## config.mk

```make
export PLATFORM = sky130hd
export DESIGN_NAME = pfs_top
export DESIGN_NICKNAME = d
export VERILOG_FILES = /design/src/pfs_pkg.sv /design/src/pfs_top.sv
export VERILOG_INCLUDE_DIRS = /design/src
export SDC_FILE = /design/constraint.sdc
export NUM_CORES = 1
export LEC_CHECK = 0
export BUFFER_PORTS_ARGS = -buffer_cell sky130_fd_sc_hd__buf_2
export CORE_MARGIN = 5
export CORE_UTILIZATION = 31
export CTS_CLUSTER_DIAMETER = 60
export DETAILED_ROUTE_END_ITERATION = 8
export GPL_ROUTABILITY_DRIVEN = 0
export GPL_TIMING_DRIVEN = 0
export SYNTH_ARGS = -nofsm -noshare
export SYNTH_HDL_FRONTEND = slang
export SYNTH_SLANG_ARGS = --single-unit
```

## constraint.sdc

```tcl
create_clock -name mclk -period 6.4 [get_ports mclk]
set_input_delay 0.64 -clock mclk [delete_from_list [all_inputs] [get_ports mclk]]
set_output_delay 0.64 -clock mclk [all_outputs]
set_load 0.05 [all_outputs]
```

## src/pfs_defs.svh

```systemverilog
// Register offsets, field positions, reset values and timing counts of the supervisor
`ifndef PFS_DEFS_SVH
`define PFS_DEFS_SVH
// ==========================================
// Serial bus
`define PFS_I2C_ADDR 7'h48
// ==========================================
// Register offsets
`define PFS_OFS_CH_EN_CMD 8'h00
`define PFS_OFS_EN_CONFIG 8'h01
`define PFS_OFS_UV_WARN_PRI 8'h02
`define PFS_OFS_UV_WARN_SEC 8'h03
`define PFS_OFS_UV_FAULT_PRI 8'h04
`define PFS_OFS_UV_FAULT_SEC 8'h05
`define PFS_OFS_THERM_SHDN 8'h06
`define PFS_OFS_THERM_RESTART 8'h07
`define PFS_OFS_FAULT_CFG 8'h08
`define PFS_OFS_PRI_READBACK 8'h09
`define PFS_OFS_SEC_READBACK 8'h0a
`define PFS_OFS_TEMP_READBACK 8'h0b
`define PFS_OFS_PROT_FLAGS 8'h0c
`define PFS_OFS_CHAN_FLAGS 8'h0d
`define PFS_OFS_CHIP_RESTART 8'h18
`define PFS_OFS_VOUT_TARGET 6'h04
`define PFS_OFS_VOUT_READBACK 6'h05
// ==========================================
// Fault configuration fields
`define PFS_CFG_UV_AUTO 0
`define PFS_CFG_OT_AUTO 1
`define PFS_CFG_OT_WARN10 2
`define PFS_CFG_UV_GPIO 3
// ==========================================
// Reset values
`define PFS_RST_UV_WARN 8'h46
`define PFS_RST_UV_FAULT 8'h41
`define PFS_RST_THERM_SHDN 7'h2c
`define PFS_RST_THERM_RESTART 7'h26
`define PFS_RST_FAULT_CFG 8'h03
`define PFS_RST_VOUT_TARGET 8'h14
// ==========================================
// Temperature warning offsets in 5 K steps
`define PFS_OT_OFS_5 7'h01
`define PFS_OT_OFS_10 7'h02
// ==========================================
// Timing
`define PFS_CLK_HZ 50000000
`define PFS_OCP_RESTART_MS 200
`endif

```

## src/pfs_pkg.sv

```systemverilog
// Types shared by the power rail fault supervisor
package pfs_pkg;
  // ==========================================
  // Serial slave states
  typedef enum logic [2:0] {
    I2C_IDLE, I2C_ADDR, I2C_ACK, I2C_BYTE, I2C_RBYTE, I2C_RACK
  } pfs_i2c_e;
  // ==========================================
  // Input and thermal protection flags
  typedef struct packed {
    logic otFault;
    logic otWarn;
    logic uvFaultSec;
    logic uvFaultPri;
    logic uvWarnSec;
    logic uvWarnPri;
  } pfs_prot_s;
  typedef logic [3:0] pfs_chan_t;
  typedef logic [7:0] pfs_byte_t;
endpackage : pfs_pkg

```

## src/pfs_top.sv

```systemverilog
// Power rail fault supervisor: enable, sequencing, protection and serial registers
// Function
// [RULE_01] System holds chip enable low until the digital supply regulates.
// [RULE_02] Chip enable raises a ready flag; only then does the serial slave acknowledge.
// [RULE_03] Always-on channels enable automatically when chip enable rises.
// [RULE_04] GPIO-controlled channels enable when their GPIO input is asserted.
// [RULE_05] Chip enable high enables the device; low disables it entirely.
// [RULE_06] A serial restart command resets the chip.
// [RULE_07] Channels enable from start-up defaults, GPIO pins or serial command.
// [RULE_08] High-side and low-side gate drives are never active together.
// [RULE_09] Over-current shuts the channel down and restarts it after 200 ms.
// [RULE_10] Over-voltage on a channel shuts that channel down.
// [RULE_11] Per-input undervoltage warning level, 100 mV steps, sets flag, optional GPIO.
// [RULE_12] Per-input undervoltage fault level, 100 mV steps, reported in flags.
// [RULE_13] Undervoltage fault on either input sets fault and shuts all channels.
// [RULE_14] Both input voltages read back at 100 mV per LSB.
// [RULE_15] Optional auto-restart once input rises above the warning level.
// [RULE_16] Junction temperature reads back in kelvin, 5 K LSB, 200 K to 520 K.
// [RULE_17] Over-temperature warning sets 5 or 10 degrees below fault threshold.
// [RULE_18] Over-temperature fault sets fault and warning, shuts channels, bus stays alive.
// [RULE_19] Over-temperature threshold is a 7-bit setting with 5 K LSB.
// [RULE_20] Optional automatic restart below a separate restart temperature.
// [RULE_21] Output target is code times 50 mV; measured output readable per channel.
// [RULE_22] Host should program only even target codes above 2.5 V.
`timescale 1ns/1ns
`include "pfs_defs.svh"
module pfs_top
  import pfs_pkg::*;
#(
  parameter int OCP_RESTART_CYCLES = `PFS_OCP_RESTART_MS * (`PFS_CLK_HZ / 1000)
) (
  input wire logic mclk,
  input wire logic rst_n,
  input wire logic chipEnable,
  input wire pfs_chan_t nvmAlwaysOn,
  input wire pfs_chan_t nvmGpioCtl,
  input wire pfs_chan_t gpioIn,
  input wire logic scl,
  input wire logic sdaIn,
  output logic sdaOut,
  output logic sdaOe,
  input wire pfs_byte_t primaryInputAdc,
  input wire pfs_byte_t secondaryInputAdc,
  input wire logic [6:0] junctionTempAdc,
  input wire pfs_byte_t [3:0] outputVoltageAdc,
  input wire pfs_chan_t ovpTrip,
  input wire pfs_chan_t ocpTrip,
  input wire pfs_chan_t pwmDrive,
  output logic chipReady,
  output pfs_chan_t chanEnable,
  output pfs_chan_t gateHigh,
  output pfs_chan_t gateLow,
  output pfs_byte_t [3:0] outputVoltageTarget,
  output logic uvWarnGpio
);
  // ==========================================
  // Register state
  pfs_chan_t serialEn_reg, alwaysOn_reg, gpioCtl_reg;
  pfs_byte_t uvWarnPri_reg, uvWarnSec_reg, uvFaultPri_reg, uvFaultSec_reg, faultCfg_reg;
  logic [6:0] thermShdn_reg, thermRestart_reg, tempRb_reg;
  pfs_byte_t [3:0] voutTarget_reg, voutRb_reg;
  pfs_prot_s prot_reg, protNext;
  pfs_chan_t ovpFault_reg, ocpFault_reg, chanEn_reg, gh_reg, gl_reg;
  // ==========================================
  // Serial slave state
  pfs_i2c_e st_reg;
  logic [3:0] bitCnt_reg;
  pfs_byte_t shift_reg, ptr_reg, rdData, wrAddr_reg, wrData_reg, priRb_reg, secRb_reg;
  logic rw_reg, firstByte_reg, oe_reg, sclPrev_reg, sdaPrev_reg, wrStb_reg, chipReady_reg;
  // ==========================================
  // Chip clear: enable pin low or serial restart
  wire restartCmd = wrStb_reg && wrAddr_reg == `PFS_OFS_CHIP_RESTART; // RULE_06
  wire chipClear = !chipEnable || restartCmd; // RULE_05
  wire pfs_chan_t reEn = (wrStb_reg && wrAddr_reg == `PFS_OFS_CH_EN_CMD) ? wrData_reg[3:0] : 4'h0;
  wire wrFlags = wrStb_reg && wrAddr_reg == `PFS_OFS_PROT_FLAGS;
  wire sclRise = scl && !sclPrev_reg;
  wire sclFall = !scl && sclPrev_reg;
  wire startCond = scl && sclPrev_reg && sdaPrev_reg && !sdaIn;
  wire stopCond = scl && sclPrev_reg && !sdaPrev_reg && sdaIn;
  // ==========================================
  // Protection decode
  wire [6:0] otOfs = faultCfg_reg[`PFS_CFG_OT_WARN10] ? `PFS_OT_OFS_10 : `PFS_OT_OFS_5;
  wire otTrip = tempRb_reg >= thermShdn_reg; // RULE_19
  wire otNear = {1'b0, tempRb_reg} + {1'b0, otOfs} >= {1'b0, thermShdn_reg}; // RULE_17
  wire otClear = tempRb_reg < thermRestart_reg; // RULE_20
  wire uvPriTrip = priRb_reg <= uvFaultPri_reg; // RULE_12
  wire uvSecTrip = secRb_reg <= uvFaultSec_reg; // RULE_12
  wire globalOff = prot_reg.uvFaultPri || prot_reg.uvFaultSec || prot_reg.otFault; // RULE_13
  wire pfs_chan_t enRequest = alwaysOn_reg | (gpioCtl_reg & gpioIn) | serialEn_reg; // RULE_07
  wire pfs_chan_t enNext = chipReady_reg && !globalOff ?
    enRequest & ~ovpFault_reg & ~ocpFault_reg : 4'h0;
  // Both gates take a dead cycle on every transition
  wire pfs_chan_t ghNext = pwmDrive & chanEn_reg & ~gl_reg; // RULE_08
  wire pfs_chan_t glNext = ~pwmDrive & chanEn_reg & ~gh_reg; // RULE_08
  always_comb begin
    protNext.uvWarnPri = priRb_reg <= uvWarnPri_reg; // RULE_11
    protNext.uvWarnSec = secRb_reg <= uvWarnSec_reg; // RULE_11
    protNext.uvFaultPri = uvPriTrip || (prot_reg.uvFaultPri && !(wrFlags && wrData_reg[2]) &&
      !(faultCfg_reg[`PFS_CFG_UV_AUTO] && !protNext.uvWarnPri)); // RULE_15
    protNext.uvFaultSec = uvSecTrip || (prot_reg.uvFaultSec && !(wrFlags && wrData_reg[3]) &&
      !(faultCfg_reg[`PFS_CFG_UV_AUTO] && !protNext.uvWarnSec)); // RULE_15
    protNext.otFault = otTrip || (prot_reg.otFault && !(wrFlags && wrData_reg[5]) &&
      !(faultCfg_reg[`PFS_CFG_OT_AUTO] && otClear)); // RULE_20
    protNext.otWarn = otNear || protNext.otFault; // RULE_18
  end
  // ==========================================
  // Read mux
  always_comb begin
    rdData = 8'h00;
    unique case (ptr_reg)
      `PFS_OFS_CH_EN_CMD: rdData = {4'h0, serialEn_reg};
      `PFS_OFS_EN_CONFIG: rdData = {gpioCtl_reg, alwaysOn_reg};
      `PFS_OFS_UV_WARN_PRI: rdData = uvWarnPri_reg;
      `PFS_OFS_UV_WARN_SEC: rdData = uvWarnSec_reg;
      `PFS_OFS_UV_FAULT_PRI: rdData = uvFaultPri_reg;
      `PFS_OFS_UV_FAULT_SEC: rdData = uvFaultSec_reg;
      `PFS_OFS_THERM_SHDN: rdData = {1'b0, thermShdn_reg};
      `PFS_OFS_THERM_RESTART: rdData = {1'b0, thermRestart_reg};
      `PFS_OFS_FAULT_CFG: rdData = faultCfg_reg;
      `PFS_OFS_PRI_READBACK: rdData = priRb_reg; // RULE_14
      `PFS_OFS_SEC_READBACK: rdData = secRb_reg; // RULE_14
      `PFS_OFS_TEMP_READBACK: rdData = {1'b0, tempRb_reg}; // RULE_16
      `PFS_OFS_PROT_FLAGS: rdData = {2'b00, prot_reg};
      `PFS_OFS_CHAN_FLAGS: rdData = {ocpFault_reg, ovpFault_reg};
      default: begin
        if (ptr_reg[7:2] == `PFS_OFS_VOUT_TARGET) rdData = voutTarget_reg[ptr_reg[1:0]];
        if (ptr_reg[7:2] == `PFS_OFS_VOUT_READBACK) rdData = voutRb_reg[ptr_reg[1:0]]; // RULE_21
      end
    endcase
  end
  // ==========================================
  // Measurement capture
  always_ff @(posedge mclk or negedge rst_n) begin
    if (!rst_n) begin
      priRb_reg <= 8'h00;
      secRb_reg <= 8'h00;
      tempRb_reg <= 7'h00;
      voutRb_reg <= '0;
    end else begin
      priRb_reg <= primaryInputAdc; // RULE_14
      secRb_reg <= secondaryInputAdc;
      tempRb_reg <= junctionTempAdc; // RULE_16
      voutRb_reg <= outputVoltageAdc; // RULE_21
    end
  end
  // ==========================================
  // Configuration registers
  always_ff @(posedge mclk or negedge rst_n) begin
    if (!rst_n) begin
      chipReady_reg <= 1'b0;
      serialEn_reg <= 4'h0;
      alwaysOn_reg <= 4'h0;
      gpioCtl_reg <= 4'h0;
      uvWarnPri_reg <= `PFS_RST_UV_WARN;
      uvWarnSec_reg <= `PFS_RST_UV_WARN;
      uvFaultPri_reg <= `PFS_RST_UV_FAULT;
      uvFaultSec_reg <= `PFS_RST_UV_FAULT;
      thermShdn_reg <= `PFS_RST_THERM_SHDN;
      thermRestart_reg <= `PFS_RST_THERM_RESTART;
      faultCfg_reg <= `PFS_RST_FAULT_CFG;
      voutTarget_reg <= {4{`PFS_RST_VOUT_TARGET}};
    end else if (chipClear) begin
      chipReady_reg <= 1'b0; // RULE_05
      serialEn_reg <= 4'h0;
      alwaysOn_reg <= nvmAlwaysOn; // RULE_01
      gpioCtl_reg <= nvmGpioCtl; // RULE_01
      uvWarnPri_reg <= `PFS_RST_UV_WARN;
      uvWarnSec_reg <= `PFS_RST_UV_WARN;
      uvFaultPri_reg <= `PFS_RST_UV_FAULT;
      uvFaultSec_reg <= `PFS_RST_UV_FAULT;
      thermShdn_reg <= `PFS_RST_THERM_SHDN;
      thermRestart_reg <= `PFS_RST_THERM_RESTART;
      faultCfg_reg <= `PFS_RST_FAULT_CFG;
      voutTarget_reg <= {4{`PFS_RST_VOUT_TARGET}};
    end else begin
      chipReady_reg <= 1'b1; // RULE_02
      if (wrStb_reg) begin
        unique case (wrAddr_reg)
          `PFS_OFS_CH_EN_CMD: serialEn_reg <= wrData_reg[3:0]; // RULE_07
          `PFS_OFS_EN_CONFIG: {gpioCtl_reg, alwaysOn_reg} <= wrData_reg;
          `PFS_OFS_UV_WARN_PRI: uvWarnPri_reg <= wrData_reg;
          `PFS_OFS_UV_WARN_SEC: uvWarnSec_reg <= wrData_reg;
          `PFS_OFS_UV_FAULT_PRI: uvFaultPri_reg <= wrData_reg;
          `PFS_OFS_UV_FAULT_SEC: uvFaultSec_reg <= wrData_reg;
          `PFS_OFS_THERM_SHDN: thermShdn_reg <= wrData_reg[6:0]; // RULE_19
          `PFS_OFS_THERM_RESTART: thermRestart_reg <= wrData_reg[6:0];
          `PFS_OFS_FAULT_CFG: faultCfg_reg <= wrData_reg;
          default: begin
            if (wrAddr_reg[7:2] == `PFS_OFS_VOUT_TARGET) begin
              voutTarget_reg[wrAddr_reg[1:0]] <= wrData_reg; // RULE_21
            end
          end
        endcase
      end
    end
  end
  // ==========================================
  // Protection flags and channel control
  always_ff @(posedge mclk or negedge rst_n) begin
    if (!rst_n) begin
      prot_reg <= '0;
      ovpFault_reg <= 4'h0;
      chanEn_reg <= 4'h0;
      gh_reg <= 4'h0;
      gl_reg <= 4'h0;
    end else if (chipClear) begin
      prot_reg <= '0;
      ovpFault_reg <= 4'h0;
      chanEn_reg <= 4'h0;
      gh_reg <= 4'h0;
      gl_reg <= 4'h0;
    end else begin
      prot_reg <= protNext; // RULE_13
      // Trip wins over a same-cycle host re-enable only while chanEn_reg is still set; once the channel is off, re-enable clears
      ovpFault_reg <= (ovpTrip & chanEn_reg) | (ovpFault_reg & ~reEn); // RULE_10
      chanEn_reg <= enNext; // RULE_03 RULE_04
      gh_reg <= ghNext;
      gl_reg <= glNext;
    end
  end
  // ==========================================
  // Over-current hold-off, one timer per channel
  for (genvar i = 0; i < 4; i++) begin : g_ocp
    logic [23:0] ocpCnt_reg;
    always_ff @(posedge mclk or negedge rst_n) begin
      if (!rst_n) begin
        ocpFault_reg[i] <= 1'b0;
        ocpCnt_reg <= 24'h000000;
      end else if (chipClear) begin
        ocpFault_reg[i] <= 1'b0;
        ocpCnt_reg <= 24'h000000;
      end else if (ocpTrip[i] && chanEn_reg[i]) begin
        ocpFault_reg[i] <= 1'b1; // RULE_09
        ocpCnt_reg <= 24'h000000;
      end else if (ocpFault_reg[i]) begin
        ocpCnt_reg <= ocpCnt_reg + 24'h000001;
        if (ocpCnt_reg == 24'(OCP_RESTART_CYCLES - 1)) ocpFault_reg[i] <= 1'b0; // RULE_09
      end
    end
  end
  // ==========================================
  // Serial slave; keeps running through thermal faults
  always_ff @(posedge mclk or negedge rst_n) begin
    if (!rst_n) begin
      st_reg <= I2C_IDLE;
      bitCnt_reg <= 4'h0;
      shift_reg <= 8'h00;
      ptr_reg <= 8'h00;
      rw_reg <= 1'b0;
      firstByte_reg <= 1'b0;
      oe_reg <= 1'b0;
      sclPrev_reg <= 1'b1;
      sdaPrev_reg <= 1'b1;
      wrStb_reg <= 1'b0;
      wrAddr_reg <= 8'h00;
      wrData_reg <= 8'h00;
    end else begin
      sclPrev_reg <= scl;
      sdaPrev_reg <= sdaIn;
      wrStb_reg <= 1'b0;
      if (startCond) begin
        st_reg <= I2C_ADDR;
        bitCnt_reg <= 4'h0;
        oe_reg <= 1'b0;
      end else if (stopCond) begin
        st_reg <= I2C_IDLE;
        oe_reg <= 1'b0;
      end else begin
        unique case (st_reg)
          I2C_IDLE: ;
          I2C_ADDR, I2C_BYTE: begin
            if (sclRise) begin
              shift_reg <= {shift_reg[6:0], sdaIn};
              bitCnt_reg <= bitCnt_reg + 4'h1;
            end else if (sclFall && bitCnt_reg == 4'h8) begin
              bitCnt_reg <= 4'h0;
              oe_reg <= 1'b1;
              st_reg <= I2C_ACK;
              if (st_reg == I2C_ADDR) begin
                rw_reg <= shift_reg[0];
                firstByte_reg <= 1'b1;
                // No acknowledge until the chip is ready
                if (shift_reg[7:1] != `PFS_I2C_ADDR || !chipReady_reg) begin // RULE_02
                  oe_reg <= 1'b0;
                  st_reg <= I2C_IDLE;
                end
              end else if (firstByte_reg) begin
                ptr_reg <= shift_reg;
                firstByte_reg <= 1'b0;
              end else begin
                wrStb_reg <= 1'b1;
                wrAddr_reg <= ptr_reg;
                wrData_reg <= shift_reg;
                ptr_reg <= ptr_reg + 8'h01;
              end
            end
          end
          I2C_ACK, I2C_RACK: begin
            if (sclRise && st_reg == I2C_RACK && sdaIn) begin
              st_reg <= I2C_IDLE;
            end else if (sclRise && st_reg == I2C_RACK) begin
              ptr_reg <= ptr_reg + 8'h01;
            end else if (sclFall) begin
              if (rw_reg) begin
                shift_reg <= rdData;
                oe_reg <= !rdData[7];
                bitCnt_reg <= 4'h1;
                st_reg <= I2C_RBYTE;
              end else begin
                oe_reg <= 1'b0;
                st_reg <= I2C_BYTE;
              end
            end
          end
          I2C_RBYTE: begin
            if (sclFall && bitCnt_reg == 4'h8) begin
              oe_reg <= 1'b0;
              st_reg <= I2C_RACK;
            end else if (sclFall) begin
              oe_reg <= !shift_reg[6];
              shift_reg <= {shift_reg[6:0], 1'b0};
              bitCnt_reg <= bitCnt_reg + 4'h1;
            end
          end
        endcase
      end
    end
  end
  // ==========================================
  // Outputs
  assign sdaOut = 1'b0;
  assign sdaOe = oe_reg;
  assign chipReady = chipReady_reg;
  assign chanEnable = chanEn_reg;
  assign gateHigh = gh_reg;
  assign gateLow = gl_reg;
  assign outputVoltageTarget = voutTarget_reg; // RULE_21
  assign uvWarnGpio = faultCfg_reg[`PFS_CFG_UV_GPIO] &&
    (prot_reg.uvWarnPri || prot_reg.uvWarnSec); // RULE_11
endmodule : pfs_top

```

==> results by group, run 1 <==
Yosys
  – Syn_nets: 1827
  – List of most frequent post-synthesis cells: dfrtp_1, nor2_1, nand2_1, a21oi_1
  – Share of flip-flops with an asynchronous set or reset: 100%
  – Sequential fraction of the synthesis area: 48.8%
  – Yosys top cell by area: dfrtp_1
  – Post-synth top area share: 44.4%
  – Syn Area/Cell: 9.84 um^2
  – Dominant synthesized flop cell: dfrtp_1
  – Most area-consuming cells after synthesis: dfrtp_1, ha_1, dfstp_2
  – Gate Count Post-Synth: 1678
  – Post-synth EDFFs: 0
  – Synth unique cells: 85
  – Post-Syn Area: 16500 um^2
  – Most numerous cell in the Yosys netlist: dfrtp_1
  – Number of warnings issued by yosys: 0
  – Number of synthesized register bits: 321

Clock tree
  – Post-CTS Hold Buffers: 0
  – TritonCTS Buffers: 41
  – CTS tree: yes
  – H-tree levels: 2
  – CTS resizes: 0
  – Clk slew on worst S/H paths: 0.06 ns
  – Post-CTS setup buffer count: 0
  – Clk sink count: 321
  – Worst-Skew Late Latency: 0.57 ns
  – Root Buffer: clkbuf_16
  – Clk buf depth: 3

Critical path
  – CP Class: reg -> reg
  – Slowest stage delay, CP: 1.02 ns
  – Worst Reg2Reg Path Length in Cells: 10
  – R2r endpoint: sdaOe
  – Kind of cell adding the most delay to the critical path: buffers and inverters
  – Critical path startpoint: ptr_reg[1]
  – Crit-path most repeated cell: clkbuf_1
  – Crit path buf inv count: 4
  – Worst EP arrival: 4.54 ns
  – CP Capture Type: flip-flop
  – Flop-to-flop setup slack: 2.26 ns
  – Max stage delay cell, worst path: o31ai_1
  – Worst path cell trace: buf_1 -> clkbuf_1 -> inv_1 -> ha_1 -> clkbuf_1 -> o31ai_1 -> a211oi_1 -> o2bb2ai_1 -> nand3_1 -> a41oi_1
  – Critical Path RT: 6.79 ns
  – Startpoint types: flip-flop
  – Critical Path Fanout Max: 10
  – Worst R2R Start: ptr_reg[1]

Finish
  – Layout fillers: 5218
  – Layout cell share with drive strength beyond 1: 16.2%
  – Nets: 2002
  – Area Growth Syn to Fin: 18.2%
  – Antenna fix cells: 0
  – Max reg flops: 96

Floorplan
  – Num rows: 84
  – Starting density of the core: 31.4%
  – Die W: 241 um
  – Die area: 58000 um^2
  – Core Area: 52700 um^2
  – Die height: 241 um
  – Io pins: 132

Drt
  – Post-route ant nets: 0
  – Met3 Wirelength: 3.66 mm
  – Metal2 WL: 23.9 mm
  – Max layer used: met4
  – Via-to-Cell Ratio: 5.43
  – WL final: 52.4 mm
  – DR vias: 14.0k
  – Drt pass-1 iters: 6
  – Detailed Route Iter0 Violations: 1341
  – M1 WL: 22.4 mm
  – Wirelength per Cell: 20.4 um
  – DRC: 0

Global route
  – Largest net degree at the start of global routing: 120
  – First-pass GRT wire length: 81.0 mm
  – Initial antenna violation count: 0
  – Gr usage total: 17.8%
  – Vias in the first global route: 13.7k
  – Overflow after GRT: 0

Outcome
  – Status: complete, no violations

STA
  – Max Slew Vio Count: 0
  – Measured slew at the worst slew-check pin: 1.21 ns
  – PnR worst setup slack: 2.26 ns
  – Fmax: 0.241 GHz
  – RSZ-0062 raised after global routing: false
  – Tmin final: 4.14 ns
  – Post-route clock period utilization: 64.7%
  – Hold Fails Final Rpt: 0
  – Hold_ws: 0.0888 ns
  – Slew margin rel.: 18.7%
  – Worst clock skew: 0.0429 ns
  – Setup Viol. Count Final: 0

Run
  – Max-Cap Viols: 0

Placed design
  – Post-DP HPWL: 38.3 mm
  – I/O Buffers: 130
  – Worst slack at placement: 2.44 ns

Power and ir drop
  – VDD IR max: 0.000194 V
  – Power per cell area: 304 nW/um^2
  – Static leakage: 8.55 nW

Worst hold path
  – Min-Delay Path Class: in -> async
## metrics by stage
stage               cell area [um^2]  utilization (%)  instances  TNS [ns]  total power [W]
detailed placement             18100             34.4       2498         0          0.00349
finish                         19500             37.1       2572         0          0.00594
global route                   19500             37.1       2572         0          0.00619
global placement               18000             34.2       2496   -395.22          0.00347
CTS                            19500             37.1       2572         0          0.00596
floorplan                      16500                -       1678         0          0.00306
## cell usage in the layout, fill, tap and decap left out, types with 9 or more instances in the layout
cell / count
a21o_1: 13
a21oi_1: 89
a22o_1: 18
a22oi_1: 15
a31oi_1: 17
and2_1: 10
and3_1: 28
buf_2: 150
clkbuf_1: 51
clkbuf_16: 42
clkinv_2: 9
dfrtp_1: 293
dfstp_2: 28
ha_1: 64
inv_1: 71
mux2_2: 17
mux2i_1: 16
mux4_2: 16
nand2_1: 157
nand2b_1: 10
nand3_1: 88
nand4_1: 38
nor2_1: 180
nor2b_1: 25
nor3_1: 29
nor3b_1: 15
nor4_1: 13
o21a_1: 10
o21ai_0: 88
o22ai_1: 23
or3_1: 14
xnor2_1: 29
xor2_1: 59
## report_power, final
| part | leakage [nW] | internal [W] | switching [W] |
|---|---|---|---|
| combinational | 3.66 | 0.000431 | 0.000782 |
| clock | 0.699 | 0.00152 | 0.000936 |
| sequential | 4.19 | 0.00213 | 0.000143 |
## worst max path at each step
stage                               to  cells past startpoint
2_1_floorplan             shift_reg[2]                     11
3_3_place_gp   g_ocp[0].ocpCnt_reg[21]                      1
3_5_place_dp                     sdaOe                     10
4_1_cts                          sdaOe                     10
5_1_grt                          sdaOe                     10
6_report                         sdaOe                     10
## per-layer routing
layer  global-route usage [%]  up-vias
met5                        0        -
met4                     7.32        0
met3                     3.53      138
met2                     27.9      509
met1                     24.3     6941
li1                         -     6385
## cells by family after synthesis
logic type                 synth area share, %
AOI/OAI and AO/OA                         14.2
xor gates and xnor gates                  4.67
adders and majority gates                 4.97
buffers and inverters                     3.70
DFF                                       48.8
muxes                                     4.31
other                                   0.0227
and+or+nand+nor                           19.3
## cell type report
cell class                 count  area [um^2]  share of cell area (%)
clock buffer                  50         1100                    5.64
tap                          688          861                    4.41
timing repair buffer         132          716                    3.67
multi-input combinational   1209         7840                    40.1
clock inverter                24          332                    1.70
sequential                   321         8070                    41.3
buffer                        76          342                    1.75
inverter                      72          270                    1.38
Note: power is estimated with default switching activity, not from simulation.
==> run 2, diff against run 1 <==
==> constraint.sdc (replaced) <==
create_clock -name mclk -period 3.8 [get_ports mclk]
set_input_delay 0.38 -clock mclk [delete_from_list [all_inputs] [get_ports mclk]]
set_output_delay 0.38 -clock mclk [all_outputs]
set_load 0.05 [all_outputs]
==> results by group, run 2 (synthesis results as in run 1) <==
Clock tree
  – Clk buf depth: 3 (unchanged)
  – Clk sink count: 321 (unchanged)
  – CTS tree: yes
  – H-tree levels: 2 (unchanged)
  – Worst-Skew Late Latency: 0.57 ns (about the same)
  – TritonCTS Buffers: 41 (unchanged)
  – Clk slew on worst S/H paths: 0.06 ns (about the same)
  – Root Buffer: clkbuf_16

Critical path
  – Max stage delay cell, worst path: nor3_4
  – Critical Path Fanout Max: 10 (unchanged)
  – Startpoint types: flip-flop
  – Worst EP arrival: 4.08 ns (-0.46 ns)
  – CP Class: reg -> reg
  – Slowest stage delay, CP: 0.51 ns (-0.51 ns)
  – Critical Path RT: 4.25 ns (-2.54 ns)
  – CP Capture Type: flip-flop
  – Worst path cell trace: clkbuf_2 -> clkbuf_2 -> inv_1 -> ha_1 -> clkbuf_1 -> inv_1 -> nor3_4 -> a221oi_2 -> a211oi_2 -> nor3_1 -> o31ai_1

Finish
  – Layout Cells excl Fill: 2634 (+2.4%)
  – Most frequent cells in the layout: dfrtp_1, nor2_1, nand2_1
  – Layout fillers: 5157 (-1.2%)
  – Nets: 2064 (+3.1%)
  – Layout cell share with drive strength beyond 1: 15.9% (-0.31 points)
  – Area Growth Syn to Fin: 22.1%
  – Area of the multi-input gates: 7850 um^2 (+0.14%)
  – Max reg flops: 96 (unchanged)
  – Sequential Area: 8070 um^2 (unchanged)
  – Most common cell after layout, fill and taps aside: dfrtp_1
  – Antenna fix cells: 0 (unchanged)

Power and ir drop
  – Static leakage: 8.82 nW (+3.1%)
  – Total power: 0.0101 W (+69%)
  – VDD IR max: 0.000326 V (+68%)
  – Power per cell area: 499 nW/um^2 (+64%)

STA
  – Worst clock skew: 0.0405 ns (-0.00247 ns)
  – Hold Fails Final Rpt: 0 (unchanged)
  – Post-route clock period utilization: 95.7% (+31 points)
  – RSZ-0062 raised after global routing: false
  – Fmax: 0.275 GHz (+14%)
  – Slew margin rel.: 18.9% (+0.19 points)
  – Setup Viol. Count Final: 0 (unchanged)
  – Setup_tns: 0 ns (unchanged)
  – Measured slew at the worst slew-check pin: 1.21 ns (-0.00280 ns)
  – Max Slew Vio Count: 0 (unchanged)
  – Tmin final: 3.64 ns (-0.506 ns)

Drt
  – Drt pass-1 iters: 6 (unchanged)
  – WL final: 53.0 mm (+1.2%)
  – Wirelength per Cell: 20.1 um (-1.2%)
  – Detailed Route Iter0 Violations: 1305 (-2.7%)
  – DR vias: 14.3k (+2.3%)
  – DRC: 0 (unchanged)
  – Via-to-Cell Ratio: 5.43 (about the same)
  – Post-route ant nets: 0 (unchanged)

Floorplan
  – Core Area: 52700 um^2 (unchanged)
  – Starting density of the core: 31.4% (unchanged)
  – Die height: 241 um (unchanged)
  – Num rows: 84 (unchanged)
  – Io pins: 132 (unchanged)
  – Die W: 241 um (unchanged)
  – Die area: 58000 um^2 (unchanged)

Global route
  – Initial antenna violation count: 0 (unchanged)
  – Vias in the first global route: 14.0k (+2.4%)
  – Largest net degree at the start of global routing: 120 (unchanged)
  – First-pass GRT wire length: 82.2 mm (+1.5%)
  – Gr usage total: 18.0% (+0.25 points)
  – Overflow after GRT: 0 (unchanged)

Run
  – Max-Cap Viols: 0 (unchanged)

Outcome
  – Status: complete, no violations

Worst hold path
  – Min-Delay Path Class: in -> reg

Placed design
  – Post-DP HPWL: 38.3 mm (unchanged)
  – I/O Buffers: 130 (unchanged)
  – Placed instance count: 2498 (unchanged)
[run 2: cell count changes in the layout (fill, tap and decap cells not counted)]
| cell | before | now |
|---|---|---|
| o31ai_2 | 0 | 1 |
| o31ai_1 | 8 | 7 |
| nor4_2 | 1 | 2 |
| clkbuf_2 | 0 | 2 |
| clkbuf_4 | 0 | 1 |
| clkbuf_1 | 51 | 50 |
| buf_2 | 150 | 149 |
| nor4_1 | 13 | 12 |
| dlygate4sd3_1 | 0 | 62 |
| buf_1 | 3 | 2 |
[run 2: path summary, 6_finish.rpt]
| check | startpoint | to | slack, ns | cells past startpoint |
|---|---|---|---|---|
| setup / recovery | ptr_reg[1] | shift_reg[6] | 0.16 | 11 |
| hold / removal | nvmGpioCtl[2] | gpioCtl_reg[2] | 0.09 | 3 |
| setup reg to reg | ptr_reg[1] | shift_reg[6] | 0.16 | 11 |
| hold reg to reg | gateHigh[2] | gateLow[2] | 0.43 | 1 |
| max in group asynchronous | rst_n | g_ocp[3].ocpCnt_reg[22] | 2.23 | 3 |
| min in group asynchronous | rst_n | voutRb_reg[26] | 0.44 | 2 |
[run 2: power by group]
| group | total, W | internal (W) | switching [W] |
|---|---|---|---|
| Clock | 0.00413 | 0.00255 | 0.00157 |
| Sequential | 0.00383 | 0.00359 | 0.000238 |
| Combinational | 0.00210 | 0.000773 | 0.00133 |
[run 2: timing repair]
item                                    CTS  global route
gates resized for setup                   2             3
endpoints found under the hold margin   148             0
buffers inserted                          0             0
endpoints found under the setup margin    7             5
hold buffers                             62             0
[run 2: final cells by class]
| cell class | count | area share [%] |
|---|---|---|
| Sequential cell | 321 | 40.0 |
| Multi-Input combinational cell | 1209 | 38.9 |
| Timing Repair Buffer | 194 | 6.63 |
| Clock buffer | 50 | 5.46 |
| Tap cell | 688 | 4.27 |
| Buffer | 76 | 1.72 |
| Clock inverter | 24 | 1.64 |
| Inverter | 72 | 1.34 |
[run 2: per-layer routing]
metal / share of wire [%] / global-route usage, % / vias to the layer above
li1: - / - / 6505
met1: 42 / 24.4 / 7047
met2: 45 / 28.5 / 595
met3: 7.3 / 3.54 / 149
met4: 5.1 / 7.51 / 0
met5: 0 / 0 / -
[run 2: critical path, delay by kind of cell (launching register included)]
| family | cells | cell delay, ns |
|---|---|---|
| AND/OR/NAND/NOR | 2 | 0.68 |
| adder cells (fa/ha/maj) | 1 | 0.14 |
| flip-flops | 1 | 0.50 |
| AO/OA/AOI/OAI | 3 | 0.74 |
| buffers and inverters | 5 | 1.47 |
[run 2: per-stage QoR]
stage / instance area, um^2 / setup WS [ns] / util (%) / hold slack (ns)
2_1_floorplan: 16500 / 1.01 / - / 0.0844
3_3_place_gp: 18000 / -3.73 / 34.2 / 0.413
3_5_place_dp: 18100 / -0.161 / 34.4 / 0.417
4_1_cts: 20200 / 0.0202 / 38.3 / 0.0621
5_1_grt: 20200 / 0.0247 / 38.3 / 0.0833
6_report: 20200 / 0.163 / 38.3 / 0.0854
